`src/pkg/nsc_map.vh`:
```
// Constants of the flash sequencing host: register map, fields, commands, timing.
// Assumes a 200 MHz system clock and a byte-wide multiplexed flash port.
`ifndef NSC_MAP_VH
`define NSC_MAP_VH

// ----------------------------------------------------------------------------
// Software register offsets.
// ----------------------------------------------------------------------------
`define NSC_OFF_CTRL 8'h00
`define NSC_OFF_SRC 8'h04
`define NSC_OFF_DST 8'h08
`define NSC_OFF_STAT 8'h0C
`define NSC_OFF_ID 8'h10

// ----------------------------------------------------------------------------
// Control fields.
// ----------------------------------------------------------------------------
`define NSC_CTRL_OP_LSB 0
`define NSC_CTRL_OP_MSB 2
`define NSC_CTRL_NPL_LSB 4
`define NSC_CTRL_NPL_MSB 5
`define NSC_CTRL_USE71 8
`define NSC_CTRL_WP_N 9
`define NSC_OP_NONE 3'h0
`define NSC_OP_RESET 3'h1
`define NSC_OP_ID 3'h2
`define NSC_OP_STATUS 3'h3
`define NSC_OP_ERASE 3'h4
`define NSC_OP_COPY 3'h5
`define NSC_WP_N_RESET 1'h0
`define NSC_STATUS_RESET 8'hC0

// ----------------------------------------------------------------------------
// Flash commands.
// ----------------------------------------------------------------------------
`define NSC_CMD_READ 8'h00
`define NSC_CMD_READ_ALT 8'h03
`define NSC_CMD_PROG 8'h10
`define NSC_CMD_DUMMY 8'h11
`define NSC_CMD_ERASE_SETUP 8'h60
`define NSC_CMD_STATUS 8'h70
`define NSC_CMD_STATUS_MP 8'h71
`define NSC_CMD_COPY_IN 8'h8A
`define NSC_CMD_ID 8'h90
`define NSC_CMD_ERASE_GO 8'hD0
`define NSC_CMD_RESET 8'hFF

// ----------------------------------------------------------------------------
// Row address bits that select the plane, and the bit that must also match.
// ----------------------------------------------------------------------------
`define NSC_ROW_A14 5
`define NSC_ROW_A15 6
`define NSC_ROW_A26 17

// ----------------------------------------------------------------------------
// Timing.
// ----------------------------------------------------------------------------
`define NSC_CLK_MHZ 200
`define NSC_DIV_CYC 4'h4
`define NSC_T_PWR_US 10
`define NSC_PWR_CYC (`NSC_T_PWR_US * `NSC_CLK_MHZ)
`define NSC_T_WB_NS 100
`define NSC_WB_CYC ((`NSC_T_WB_NS * `NSC_CLK_MHZ + 999) / 1000)

`endif

```
`src/verilog/nsc_bus_cycle.v`:
```
// One byte cycle on the flash port: command, address or data read.
// Assumes the caller holds chip enable low and issues go only when ready.
`timescale 1ns/100ps
`include "nsc_map.vh"

module nsc_bus_cycle (
  // Clock, reset and pacing.
  input wire sys_clk_i,
  input wire rst_n_i,
  input wire tick_i,
  // Request.
  input wire go_i,
  input wire [1:0] kind_i,
  input wire [7:0] byte_i,
  output wire ready_o,
  output reg done_o,
  output reg [7:0] rbyte_o,
  // Flash pins.
  output reg cle_o,
  output reg ale_o,
  output reg we_n_o,
  output reg re_n_o,
  input wire [7:0] io_i,
  output reg [7:0] io_o,
  output reg io_oe_n_o
);

  localparam C_IDLE = 3'b001;
  localparam C_LOW = 3'b010;
  localparam C_HIGH = 3'b100;
  localparam K_CMD = 2'h0;
  localparam K_ADDR = 2'h1;

  reg [2:0] state_reg;
  reg read_reg;

  assign ready_o = state_reg[0];

  always @(posedge sys_clk_i) begin
    if (!rst_n_i) begin
      state_reg <= C_IDLE;
      read_reg <= 1'b0;
      done_o <= 1'b0;
      rbyte_o <= 8'h00;
      cle_o <= 1'b0;
      ale_o <= 1'b0;
      we_n_o <= 1'b1;
      re_n_o <= 1'b1;
      io_o <= 8'h00;
      io_oe_n_o <= 1'b1;
    end else begin
      done_o <= 1'b0;
      case (state_reg)
        C_IDLE: begin
          if (go_i) begin
            read_reg <= !(kind_i == K_CMD || kind_i == K_ADDR);
            cle_o <= (kind_i == K_CMD);
            ale_o <= (kind_i == K_ADDR);
            io_o <= byte_i;
            io_oe_n_o <= !(kind_i == K_CMD || kind_i == K_ADDR);
            we_n_o <= !(kind_i == K_CMD || kind_i == K_ADDR);
            re_n_o <= (kind_i == K_CMD || kind_i == K_ADDR);
            state_reg <= C_LOW;
          end
        end
        C_LOW: begin
          if (tick_i) begin
            if (read_reg) begin
              rbyte_o <= io_i;
            end
            we_n_o <= 1'b1;
            re_n_o <= 1'b1;
            state_reg <= C_HIGH;
          end
        end
        C_HIGH: begin
          if (tick_i) begin
            cle_o <= 1'b0;
            ale_o <= 1'b0;
            io_oe_n_o <= 1'b1;
            done_o <= 1'b1;
            state_reg <= C_IDLE;
          end
        end
        default: begin
          state_reg <= C_IDLE;
        end
      endcase
    end
  end

endmodule

```
`src/verilog/nsc_host_ctrl.v`:
```
// Host sequencer for a multi-plane NAND flash: erase, copy-back, status, ID, reset.
// Assumes a software master on a plain strobe port and the flash wired to the pins.
//
// Function
// - Multi-plane erase sends setup plus three address cycles per plane, four at most.
// - After ready, send 8Ah with destination address; 10h starts programming.
// - Source and destination must agree in A14, A15 and A26, else refused.
// - No partial page programming of copied pages before their block is erased.
// - Copy-back failures show in pass/fail; two-bit correction is advised.
// - Multi-plane copy-back: first source read 00h, later ones 03h, four planes.
// - Last plane is closed with 10h, never 11h.
// - Spare and second-half pointer commands never appear in a copy-back sequence.
// - Status mode persists; every read sequence restarts with its own read command.
// - Multi-plane program or erase is checked with 71h, pass/fail only when ready.
// - Wait 10 us after power-up; write protect held low until then.
// - While busy only status or reset commands may be issued.
//
// Local design decisions: the register offsets and the plain strobed port.
`timescale 1ns/100ps
`include "nsc_map.vh"

module nsc_host_ctrl (
  // Clock and reset.
  input wire sys_clk_i,
  input wire rst_n_i,
  // Software register port.
  input wire [7:0] sw_addr_i,
  input wire [31:0] sw_wdata_i,
  input wire sw_wr_i,
  input wire sw_rd_i,
  output reg [31:0] sw_rdata_o,
  // Flash control pins.
  output reg chip_enable_n_o,
  output wire cmd_latch_o,
  output wire addr_latch_o,
  output wire write_strobe_n_o,
  output wire read_strobe_n_o,
  output reg write_protect_n_o,
  input wire ready_busy_n_i,
  // Flash data pins.
  input wire [7:0] flash_io_i,
  output wire [7:0] flash_io_o,
  output wire flash_io_oe_n_o
);

  // --------------------------------------------------------------------------
  // State codes.
  // --------------------------------------------------------------------------
  localparam S_PWR = 8'b00000001;
  localparam S_IDLE = 8'b00000010;
  localparam S_CMD1 = 8'b00000100;
  localparam S_ADR = 8'b00001000;
  localparam S_CMD2 = 8'b00010000;
  localparam S_WAIT = 8'b00100000;
  localparam S_STC = 8'b01000000;
  localparam S_RD = 8'b10000000;
  localparam K_CMD = 2'h0;
  localparam K_ADDR = 2'h1;
  localparam K_READ = 2'h2;

  reg [7:0] state_reg;
  reg [2:0] op_reg;
  reg [1:0] nplane_reg;
  reg [1:0] plane_reg;
  reg [1:0] bcnt_reg;
  reg prog_reg;
  reg inflight_reg;
  reg abort_reg;
  reg refused_reg;
  reg use71_reg;
  reg st71_reg;
  reg [11:0] wait_cnt_reg;
  reg [17:0] src_reg;
  reg [17:0] dst_reg;
  reg [7:0] stat_reg;
  reg [31:0] id_reg;
  reg [31:0] rdata_next;
  reg [7:0] byte_next;
  reg [1:0] kind_next;
  reg [1:0] nbytes_next;
  wire tick;
  wire eng_ready;
  wire eng_done;
  wire [7:0] eng_rbyte;
  wire go;
  wire start;
  wire [2:0] start_op;
  wire mismatch;
  wire last_plane;
  wire [31:0] wait_cnt_ext;

  // --------------------------------------------------------------------------
  // Helpers.
  // --------------------------------------------------------------------------
  function [17:0] plane_row;
    input [17:0] row;
    input [1:0] p;
    begin
      plane_row = row;
      plane_row[`NSC_ROW_A14] = p[0];
      plane_row[`NSC_ROW_A15] = p[1];
    end
  endfunction

  function [7:0] addr_byte;
    input [17:0] row;
    input [1:0] sel;
    begin
      if (sel == 2'h0) begin
        addr_byte = 8'h00;
      end else if (sel == 2'h1) begin
        addr_byte = row[7:0];
      end else if (sel == 2'h2) begin
        addr_byte = row[15:8];
      end else begin
        addr_byte = {6'h00, row[17:16]};
      end
    end
  endfunction

  // --------------------------------------------------------------------------
  // Sub-blocks.
  // --------------------------------------------------------------------------
  nsc_tick u_tick (
    .sys_clk_i(sys_clk_i),
    .rst_n_i(rst_n_i),
    .tick_o(tick)
  );

  nsc_bus_cycle u_cycle (
    .sys_clk_i(sys_clk_i),
    .rst_n_i(rst_n_i),
    .tick_i(tick),
    .go_i(go),
    .kind_i(kind_next),
    .byte_i(byte_next),
    .ready_o(eng_ready),
    .done_o(eng_done),
    .rbyte_o(eng_rbyte),
    .cle_o(cmd_latch_o),
    .ale_o(addr_latch_o),
    .we_n_o(write_strobe_n_o),
    .re_n_o(read_strobe_n_o),
    .io_i(flash_io_i),
    .io_o(flash_io_o),
    .io_oe_n_o(flash_io_oe_n_o)
  );

  // --------------------------------------------------------------------------
  // Byte selection for the current step.
  // --------------------------------------------------------------------------
  assign start_op = sw_wdata_i[`NSC_CTRL_OP_MSB:`NSC_CTRL_OP_LSB];
  assign start = sw_wr_i && (sw_addr_i == `NSC_OFF_CTRL) && (start_op != `NSC_OP_NONE);
  assign mismatch = (src_reg[`NSC_ROW_A14] != dst_reg[`NSC_ROW_A14]) ||
    (src_reg[`NSC_ROW_A15] != dst_reg[`NSC_ROW_A15]) ||
    (src_reg[`NSC_ROW_A26] != dst_reg[`NSC_ROW_A26]);
  assign last_plane = (plane_reg == nplane_reg);
  assign wait_cnt_ext = {20'h00000, wait_cnt_reg};
  assign go = (state_reg[2] || state_reg[3] || state_reg[4] || state_reg[6] || state_reg[7]) &&
    eng_ready && !inflight_reg && !abort_reg;

  always @* begin
    kind_next = K_CMD;
    byte_next = 8'h00;
    nbytes_next = 2'h3;
    if (op_reg == `NSC_OP_ID) begin
      nbytes_next = 2'h0;
    end else if (op_reg == `NSC_OP_ERASE) begin
      nbytes_next = 2'h2;
    end
    case (state_reg)
      S_CMD1: begin
        if (op_reg == `NSC_OP_RESET) begin
          byte_next = `NSC_CMD_RESET;
        end else if (op_reg == `NSC_OP_ID) begin
          byte_next = `NSC_CMD_ID;
        end else if (op_reg == `NSC_OP_ERASE) begin
          byte_next = `NSC_CMD_ERASE_SETUP;
        end else if (prog_reg) begin
          byte_next = `NSC_CMD_COPY_IN;
        end else if (plane_reg == 2'h0) begin
          byte_next = `NSC_CMD_READ;
        end else begin
          byte_next = `NSC_CMD_READ_ALT;
        end
      end
      S_ADR: begin
        kind_next = K_ADDR;
        if (op_reg == `NSC_OP_ERASE) begin
          byte_next = addr_byte(plane_row(src_reg, plane_reg), bcnt_reg + 2'h1);
        end else if (op_reg == `NSC_OP_COPY && prog_reg) begin
          byte_next = addr_byte(plane_row(dst_reg, plane_reg), bcnt_reg);
        end else if (op_reg == `NSC_OP_COPY) begin
          byte_next = addr_byte(plane_row(src_reg, plane_reg), bcnt_reg);
        end
      end
      S_CMD2: begin
        if (op_reg == `NSC_OP_ERASE) begin
          byte_next = `NSC_CMD_ERASE_GO;
        end else if (last_plane) begin
          byte_next = `NSC_CMD_PROG;
        end else begin
          byte_next = `NSC_CMD_DUMMY;
        end
      end
      S_STC: begin
        byte_next = st71_reg ? `NSC_CMD_STATUS_MP : `NSC_CMD_STATUS;
      end
      S_RD: begin
        kind_next = K_READ;
      end
      default: begin
        kind_next = K_CMD;
      end
    endcase
  end

  // --------------------------------------------------------------------------
  // Sequencer.
  // --------------------------------------------------------------------------
  always @(posedge sys_clk_i) begin
    if (!rst_n_i) begin
      state_reg <= S_PWR;
      op_reg <= `NSC_OP_NONE;
      nplane_reg <= 2'h0;
      plane_reg <= 2'h0;
      bcnt_reg <= 2'h0;
      prog_reg <= 1'b0;
      inflight_reg <= 1'b0;
      abort_reg <= 1'b0;
      refused_reg <= 1'b0;
      use71_reg <= 1'b0;
      st71_reg <= 1'b0;
      wait_cnt_reg <= 12'h000;
      src_reg <= 18'h00000;
      dst_reg <= 18'h00000;
      stat_reg <= `NSC_STATUS_RESET;
      id_reg <= 32'h00000000;
      chip_enable_n_o <= 1'b1;
      write_protect_n_o <= `NSC_WP_N_RESET;
    end else begin
      if (go) begin
        inflight_reg <= 1'b1;
      end else if (eng_done) begin
        inflight_reg <= 1'b0;
      end
      if (sw_wr_i && sw_addr_i == `NSC_OFF_SRC) begin
        src_reg <= sw_wdata_i[17:0];
      end
      if (sw_wr_i && sw_addr_i == `NSC_OFF_DST) begin
        dst_reg <= sw_wdata_i[17:0];
      end
      if (sw_wr_i && sw_addr_i == `NSC_OFF_CTRL && !state_reg[0]) begin
        write_protect_n_o <= sw_wdata_i[`NSC_CTRL_WP_N];
        use71_reg <= sw_wdata_i[`NSC_CTRL_USE71];
      end
      if (start && !state_reg[1] && start_op != `NSC_OP_RESET) begin
        refused_reg <= 1'b1;
      end else if (start && state_reg[1] && start_op == `NSC_OP_COPY && mismatch) begin
        refused_reg <= 1'b1;
      end else if (sw_rd_i && sw_addr_i == `NSC_OFF_STAT) begin
        refused_reg <= 1'b0;
      end
      if (start && start_op == `NSC_OP_RESET && !state_reg[0] && !state_reg[1]) begin
        abort_reg <= 1'b1;
      end
      chip_enable_n_o <= state_reg[0] || state_reg[1];
      if (abort_reg && !inflight_reg && !state_reg[0] && !state_reg[1]) begin
        abort_reg <= 1'b0;
        op_reg <= `NSC_OP_RESET;
        state_reg <= S_CMD1;
      end else begin
        case (state_reg)
          S_PWR: begin
            wait_cnt_reg <= wait_cnt_reg + 12'h001;
            if (wait_cnt_ext == `NSC_PWR_CYC - 1) begin
              state_reg <= S_IDLE;
            end
          end
          S_IDLE: begin
            if (start && !(start_op == `NSC_OP_COPY && mismatch)) begin
              op_reg <= start_op;
              nplane_reg <= sw_wdata_i[`NSC_CTRL_NPL_MSB:`NSC_CTRL_NPL_LSB];
              st71_reg <= (start_op == `NSC_OP_STATUS) ? sw_wdata_i[`NSC_CTRL_USE71] :
                (sw_wdata_i[`NSC_CTRL_NPL_MSB:`NSC_CTRL_NPL_LSB] != 2'h0);
              plane_reg <= 2'h0;
              prog_reg <= 1'b0;
              bcnt_reg <= 2'h0;
              state_reg <= (start_op == `NSC_OP_STATUS) ? S_STC : S_CMD1;
            end
          end
          S_CMD1: begin
            if (eng_done) begin
              bcnt_reg <= 2'h0;
              wait_cnt_reg <= 12'h000;
              state_reg <= (op_reg == `NSC_OP_RESET) ? S_WAIT : S_ADR;
            end
          end
          S_ADR: begin
            if (eng_done && bcnt_reg != nbytes_next) begin
              bcnt_reg <= bcnt_reg + 2'h1;
            end else if (eng_done) begin
              bcnt_reg <= 2'h0;
              wait_cnt_reg <= 12'h000;
              if (op_reg == `NSC_OP_ID) begin
                state_reg <= S_RD;
              end else if (op_reg == `NSC_OP_ERASE && !last_plane) begin
                plane_reg <= plane_reg + 2'h1;
                state_reg <= S_CMD1;
              end else if (op_reg == `NSC_OP_ERASE || prog_reg) begin
                state_reg <= S_CMD2;
              end else begin
                state_reg <= S_WAIT;
              end
            end
          end
          S_CMD2: begin
            if (eng_done) begin
              wait_cnt_reg <= 12'h000;
              state_reg <= S_WAIT;
            end
          end
          S_WAIT: begin
            if (wait_cnt_ext != `NSC_WB_CYC) begin
              wait_cnt_reg <= wait_cnt_reg + 12'h001;
            end else if (ready_busy_n_i) begin
              if (op_reg == `NSC_OP_RESET) begin
                state_reg <= S_IDLE;
              end else if (op_reg == `NSC_OP_ERASE || (prog_reg && last_plane)) begin
                state_reg <= S_STC;
              end else if (last_plane) begin
                prog_reg <= 1'b1;
                plane_reg <= 2'h0;
                state_reg <= S_CMD1;
              end else begin
                plane_reg <= plane_reg + 2'h1;
                state_reg <= S_CMD1;
              end
            end
          end
          S_STC: begin
            if (eng_done) begin
              bcnt_reg <= 2'h0;
              state_reg <= S_RD;
            end
          end
          S_RD: begin
            if (eng_done && op_reg == `NSC_OP_ID) begin
              id_reg <= {eng_rbyte, id_reg[31:8]};
              bcnt_reg <= bcnt_reg + 2'h1;
              if (bcnt_reg == 2'h3) begin
                state_reg <= S_IDLE;
              end
            end else if (eng_done) begin
              stat_reg <= eng_rbyte;
              state_reg <= S_IDLE;
            end
          end
          default: begin
            state_reg <= S_IDLE;
          end
        endcase
      end
    end
  end

  // --------------------------------------------------------------------------
  // Software read port.
  // --------------------------------------------------------------------------
  always @* begin
    rdata_next = 32'h00000000;
    if (sw_addr_i == `NSC_OFF_CTRL) begin
      rdata_next = {22'h000000, write_protect_n_o, use71_reg, 2'h0, nplane_reg, 1'b0, op_reg};
    end else if (sw_addr_i == `NSC_OFF_SRC) begin
      rdata_next = {14'h0000, src_reg};
    end else if (sw_addr_i == `NSC_OFF_DST) begin
      rdata_next = {14'h0000, dst_reg};
    end else if (sw_addr_i == `NSC_OFF_STAT) begin
      rdata_next[0] = !state_reg[1];
      rdata_next[1] = refused_reg;
      rdata_next[2] = !state_reg[0];
      rdata_next[15:8] = stat_reg;
      rdata_next[19:16] = st71_reg ? stat_reg[4:1] : 4'h0;
      rdata_next[20] = stat_reg[0];
    end else if (sw_addr_i == `NSC_OFF_ID) begin
      rdata_next = id_reg;
    end
  end

  always @(posedge sys_clk_i) begin
    if (!rst_n_i) begin
      sw_rdata_o <= 32'h00000000;
    end else if (sw_rd_i) begin
      sw_rdata_o <= rdata_next;
    end else begin
      sw_rdata_o <= 32'h00000000;
    end
  end

endmodule

```
`src/verilog/nsc_tick.v`:
```
// One-cycle enable divider that paces every flash strobe phase.
// Assumes a single free-running system clock.
`timescale 1ns/100ps
`include "nsc_map.vh"

module nsc_tick (
  // Clock and reset.
  input wire sys_clk_i,
  input wire rst_n_i,
  // Enable out.
  output reg tick_o
);

  reg [3:0] cnt_reg;

  always @(posedge sys_clk_i) begin
    if (!rst_n_i) begin
      cnt_reg <= 4'h0;
      tick_o <= 1'b0;
    end else if (cnt_reg == `NSC_DIV_CYC - 4'h1) begin
      cnt_reg <= 4'h0;
      tick_o <= 1'b1;
    end else begin
      cnt_reg <= cnt_reg + 4'h1;
      tick_o <= 1'b0;
    end
  end

endmodule
```
`config.mk`:
```
export PLATFORM = sky130hd
export DESIGN_NAME = nsc_host_ctrl
export DESIGN_NICKNAME = d
export VERILOG_FILES = /design/src/verilog/nsc_bus_cycle.v /design/src/verilog/nsc_host_ctrl.v /design/src/verilog/nsc_tick.v
export VERILOG_INCLUDE_DIRS = /design/src /design/src/pkg
export SDC_FILE = /design/constraint.sdc
export NUM_CORES = 1
export LEC_CHECK = 0
export ABC_AREA = 1
export BUFFER_PORTS_ARGS = -buffer_cell sky130_fd_sc_hd__buf_2
export CORE_MARGIN = 2
export CORE_UTILIZATION = 43
export DETAILED_ROUTE_END_ITERATION = 7
export PLACE_DENSITY_LB_ADDON = 0.2
export SYNTH_ARGS = -nofsm -noshare
export SYNTH_HDL_FRONTEND = slang
export SYNTH_SLANG_ARGS = --single-unit
```
`constraint.sdc`:
```
create_clock -name sys_clk_i -period 2.4 [get_ports sys_clk_i]
set_input_delay 0.12 -clock sys_clk_i [delete_from_list [all_inputs] [get_ports sys_clk_i]]
set_output_delay 0.12 -clock sys_clk_i [all_outputs]
set_load 0.01 [all_outputs]
```
==> flow_metrics.py <==
metrics = {
    "critical_path": {
        "end_kind": "flip-flop",
        "worst_ep_required_time_ns": 2.73,
        "crit_path_max_fanout": 7,
        "start_kind": "flip-flop",
        "crit_type": "flip-flop to flip-flop",
        "timing.critical_path.arrival_ns": 2.53,
    },
    "clock_tree": {
        "cts_root_buf": "sky130_fd_sc_hd__clkbuf_16",
        "numCtsBuffers": 17,
        "setup_bufs_post_cts": 0,
        "cts.sink_count": 176,
        "cts_htree_levels": 4,
        "clockBufferDepth": 2,
        "clk_latency_ns": 0.44,
        "tritoncts": "yes",
        "clock_transition_at_path_regs_ns": 0.07,
    },
    "floorplan": {
        "floorplan.core_area_sq_um": 19400,
        "die_area_sq_um": 20800,
        "dieHeight_microns": 144,
        "start_util": 0.436,
        "placementRows": 51,
        "io_pins": 100,
        "die_width_microns": 144,
    },
    "routing": {
        "drt_iter0_markers": 650,
        "number_of_detailed_routing_iterations_run_before_antenna_repair": 7,
        "routed-via-count": 8287,
        "vias_per_cell": 5.30,
        "postRouteAntennaNets": 0,
        "route.final.wire_length_mm": 25.8,
        "post_drt_wl_per_cell_microns": 16.5,
        "drt_drc_violations_left": 0,
    },
    "synthesis": {
        "synth-edff-count": 0,
        "synthCells": 1191,
        "post-synth-top-count-cell": "sky130_fd_sc_hd__nand2_1",
        "ys_async_sr_fraction": 0,
        "synth.yosys.seq_area_share": 0.416,
        "synth_warn": 0,
        "synth-main-ff-cell": "sky130_fd_sc_hd__dfxtp_1",
        "synth_seq_cells": 176,
        "syn_area_per_cell_sq_um": 7.11,
        "synth_fp_nets": 1254,
        "yosysTopAreaCell": "sky130_fd_sc_hd__dfxtp_1",
        "yosys-top-cells-count": "sky130_fd_sc_hd__nand2_1, sky130_fd_sc_hd__dfxtp_1, sky130_fd_sc_hd__nor2_1, sky130_fd_sc_hd__o21ai_0, sky130_fd_sc_hd__inv_1",
        "netlist-cell-type-count": 49,
        "synth.area.top_cells": "sky130_fd_sc_hd__dfxtp_1, sky130_fd_sc_hd__o21ai_0, sky130_fd_sc_hd__nand2_1, sky130_fd_sc_hd__a21oi_1, sky130_fd_sc_hd__nor2_1",
        "yosysTopAreaCellShare": 0.416,
        "mappedNetlistArea_sq_um": 8460,
    },
    "sta": {
        "fin_hold_ws_ns": -0.00168,
        "slew_at_the_pin_closest_to_its_max_slew_limit_ns": 0.566,
        "final.setup_skew_ns": 0.0131,
        "fin_tns_setup_ns": 0,
        "finalHoldViolations": 1,
        "min_period_ns": 2.21,
        "setup_violations": 0,
        "period_share": 0.920,
        "slew_violations": 0,
        "grt_setup_unrepaired": "false",
        "timing.slew.headroom": 0.622,
        "timing.fmax_mhz": 453,
    },
    "place": {
        "place.gp.congestion": 0.922,
        "number_of_input_and_output_port_buffers_inserted": 85,
        "dp_hpwl_mm": 18.5,
    },
    "hold_path": {
        "hold_path_class": "primary input to flip-flop",
    },
    "grt": {
        "initial_antenna_violation_count": 0,
        "grt-ovfl-total": 0,
        "grt_pass1_vias": 7658,
        "grt_pass1_wl_mm": 41.1,
        "grt_start_max_net_pins": 104,
        "grt_use_total": 0.255,
    },
    "cells_and_area": {
        "final_core_util": 0.515,
        "num_antenna_cells": 0,
        "syn2layout_area_growth_pct": 18.0,
        "nNetsFinal": 1349,
        "final_layout_size_suffix_gt1_frac": 0.152,
    },
    "power": {
        "power.static_leakage_uw": 0.00421,
        "worst_ir_drop_vdd_uv": 562,
        "power_density_nw_per_um2": 797,
    },
    "run_status": {
        "violations_in_the_final_reports": "negative hold slack",
        "run_status": "finished with violations",
    },
    "flow_run": {
        "cap_violations": 0,
    },
}
-- critical path: stages, from the launching register on --
cell and delay, ns:
sky130_fd_sc_hd__dfxtp_1 0.45, sky130_fd_sc_hd__inv_1 0.15, sky130_fd_sc_hd__ha_1 0.30, sky130_fd_sc_hd__inv_1 0.15, sky130_fd_sc_hd__nor2_1 0.06, sky130_fd_sc_hd__buf_4 0.17
sky130_fd_sc_hd__nand2_1 0.06, sky130_fd_sc_hd__o21ai_0 0.08, sky130_fd_sc_hd__nand3_1 0.08, sky130_fd_sc_hd__o21ai_0 0.14, sky130_fd_sc_hd__nand3_1 0.10, sky130_fd_sc_hd__o21ai_0 0.10
sky130_fd_sc_hd__a21oi_1 0.20, sky130_fd_sc_hd__nor2_1 0.06
-- final timing paths --
check | start | cells after the start | slack, ns | end
max | bcnt_reg[0] | 13 | 0.19 | u_cycle.io_o[2]
min | flash_io_i[0] | 3 | -0.002 | u_cycle.rbyte_o[0]
max reg2reg | bcnt_reg[0] | 13 | 0.19 | u_cycle.io_o[2]
min reg2reg | u_tick.cnt_reg[0] | 1 | 0.45 | u_tick.cnt_reg[0]
-- routing by layer --
metal / global-route usage / routed length [microns]
met1: 0.364 / 12200
met2: 0.395 / 11400
met3: 0.0480 / 1720
met4: 0.0690 / 438
met5: 0 / 0
-- stage by stage --
stage	power, uW	worst slack (ns)	std cells	instance area [sq um]
after floorplan	4580	0.581	1191	8460
after global placement	5040	0.285	1511	9140
after detailed placement	5060	0.242	1511	9140
after CTS	7980	0.200	1564	9990
after global routing	8350	0.0389	1564	9990
final	7960	0.193	1564	9990
-- where the power goes --
part	internal, uW	switching [uW]
registers	3070	149
logic	595	1230
clock network	1520	1400
total	5180	2780
-- kinds of logic (layout without fill, tap and decap cells) --
logic type               Yosys count  count (layout)  share of synthesized area
flip-flops                       176             176                      0.416
XOR/XNOR                          13              13                     0.0135
buffers and inverters            194             302                     0.0921
AND/OR/NAND/NOR                  488             488                      0.266
AO/OA/AOI/OAI                    310             310                      0.198
adder cells (fa/ha/maj)           10              10                     0.0148
-- final cells by class --
class                           count  area (sq um)
Fill cell                        1950          9410
Multi-Input combinational cell    821          4160
Sequential cell                   176          3520
Timing Repair Buffer              124           783
Inverter                          146           554
Clock buffer                       17           425
Tap cell                          265           332
Clock inverter                     15           209
-- repair_timing --
| item | CTS | global route |
|---|---|---|
| hold buffers | 21 | 0 |
| hold endpoints to repair | 35 | 0 |
| setup endpoints to repair | 0 | 6 |
| resized for setup | 0 | 1 |
-- cells in the final DEF (no fill, tap or decap), types with 8 or more instances in the layout --
cell                              n
sky130_fd_sc_hd__a21oi_1        120
sky130_fd_sc_hd__buf_2           85
sky130_fd_sc_hd__buf_4           17
sky130_fd_sc_hd__clkbuf_16       17
sky130_fd_sc_hd__dfxtp_1        176
sky130_fd_sc_hd__dlygate4sd3_1   21
sky130_fd_sc_hd__ha_1             9
sky130_fd_sc_hd__inv_1          127
sky130_fd_sc_hd__inv_2           14
sky130_fd_sc_hd__nand2_1        178
sky130_fd_sc_hd__nand2_2          9
sky130_fd_sc_hd__nand3_1         66
sky130_fd_sc_hd__nand4_1         16
sky130_fd_sc_hd__nor2_1         148
sky130_fd_sc_hd__nor2_2          10
sky130_fd_sc_hd__nor3_1          34
sky130_fd_sc_hd__o211ai_1         8
sky130_fd_sc_hd__o21ai_0        139
sky130_fd_sc_hd__o221ai_1        10
sky130_fd_sc_hd__o22ai_1          8
sky130_fd_sc_hd__xor2_1          10
(Power assumes the default switching activity.)
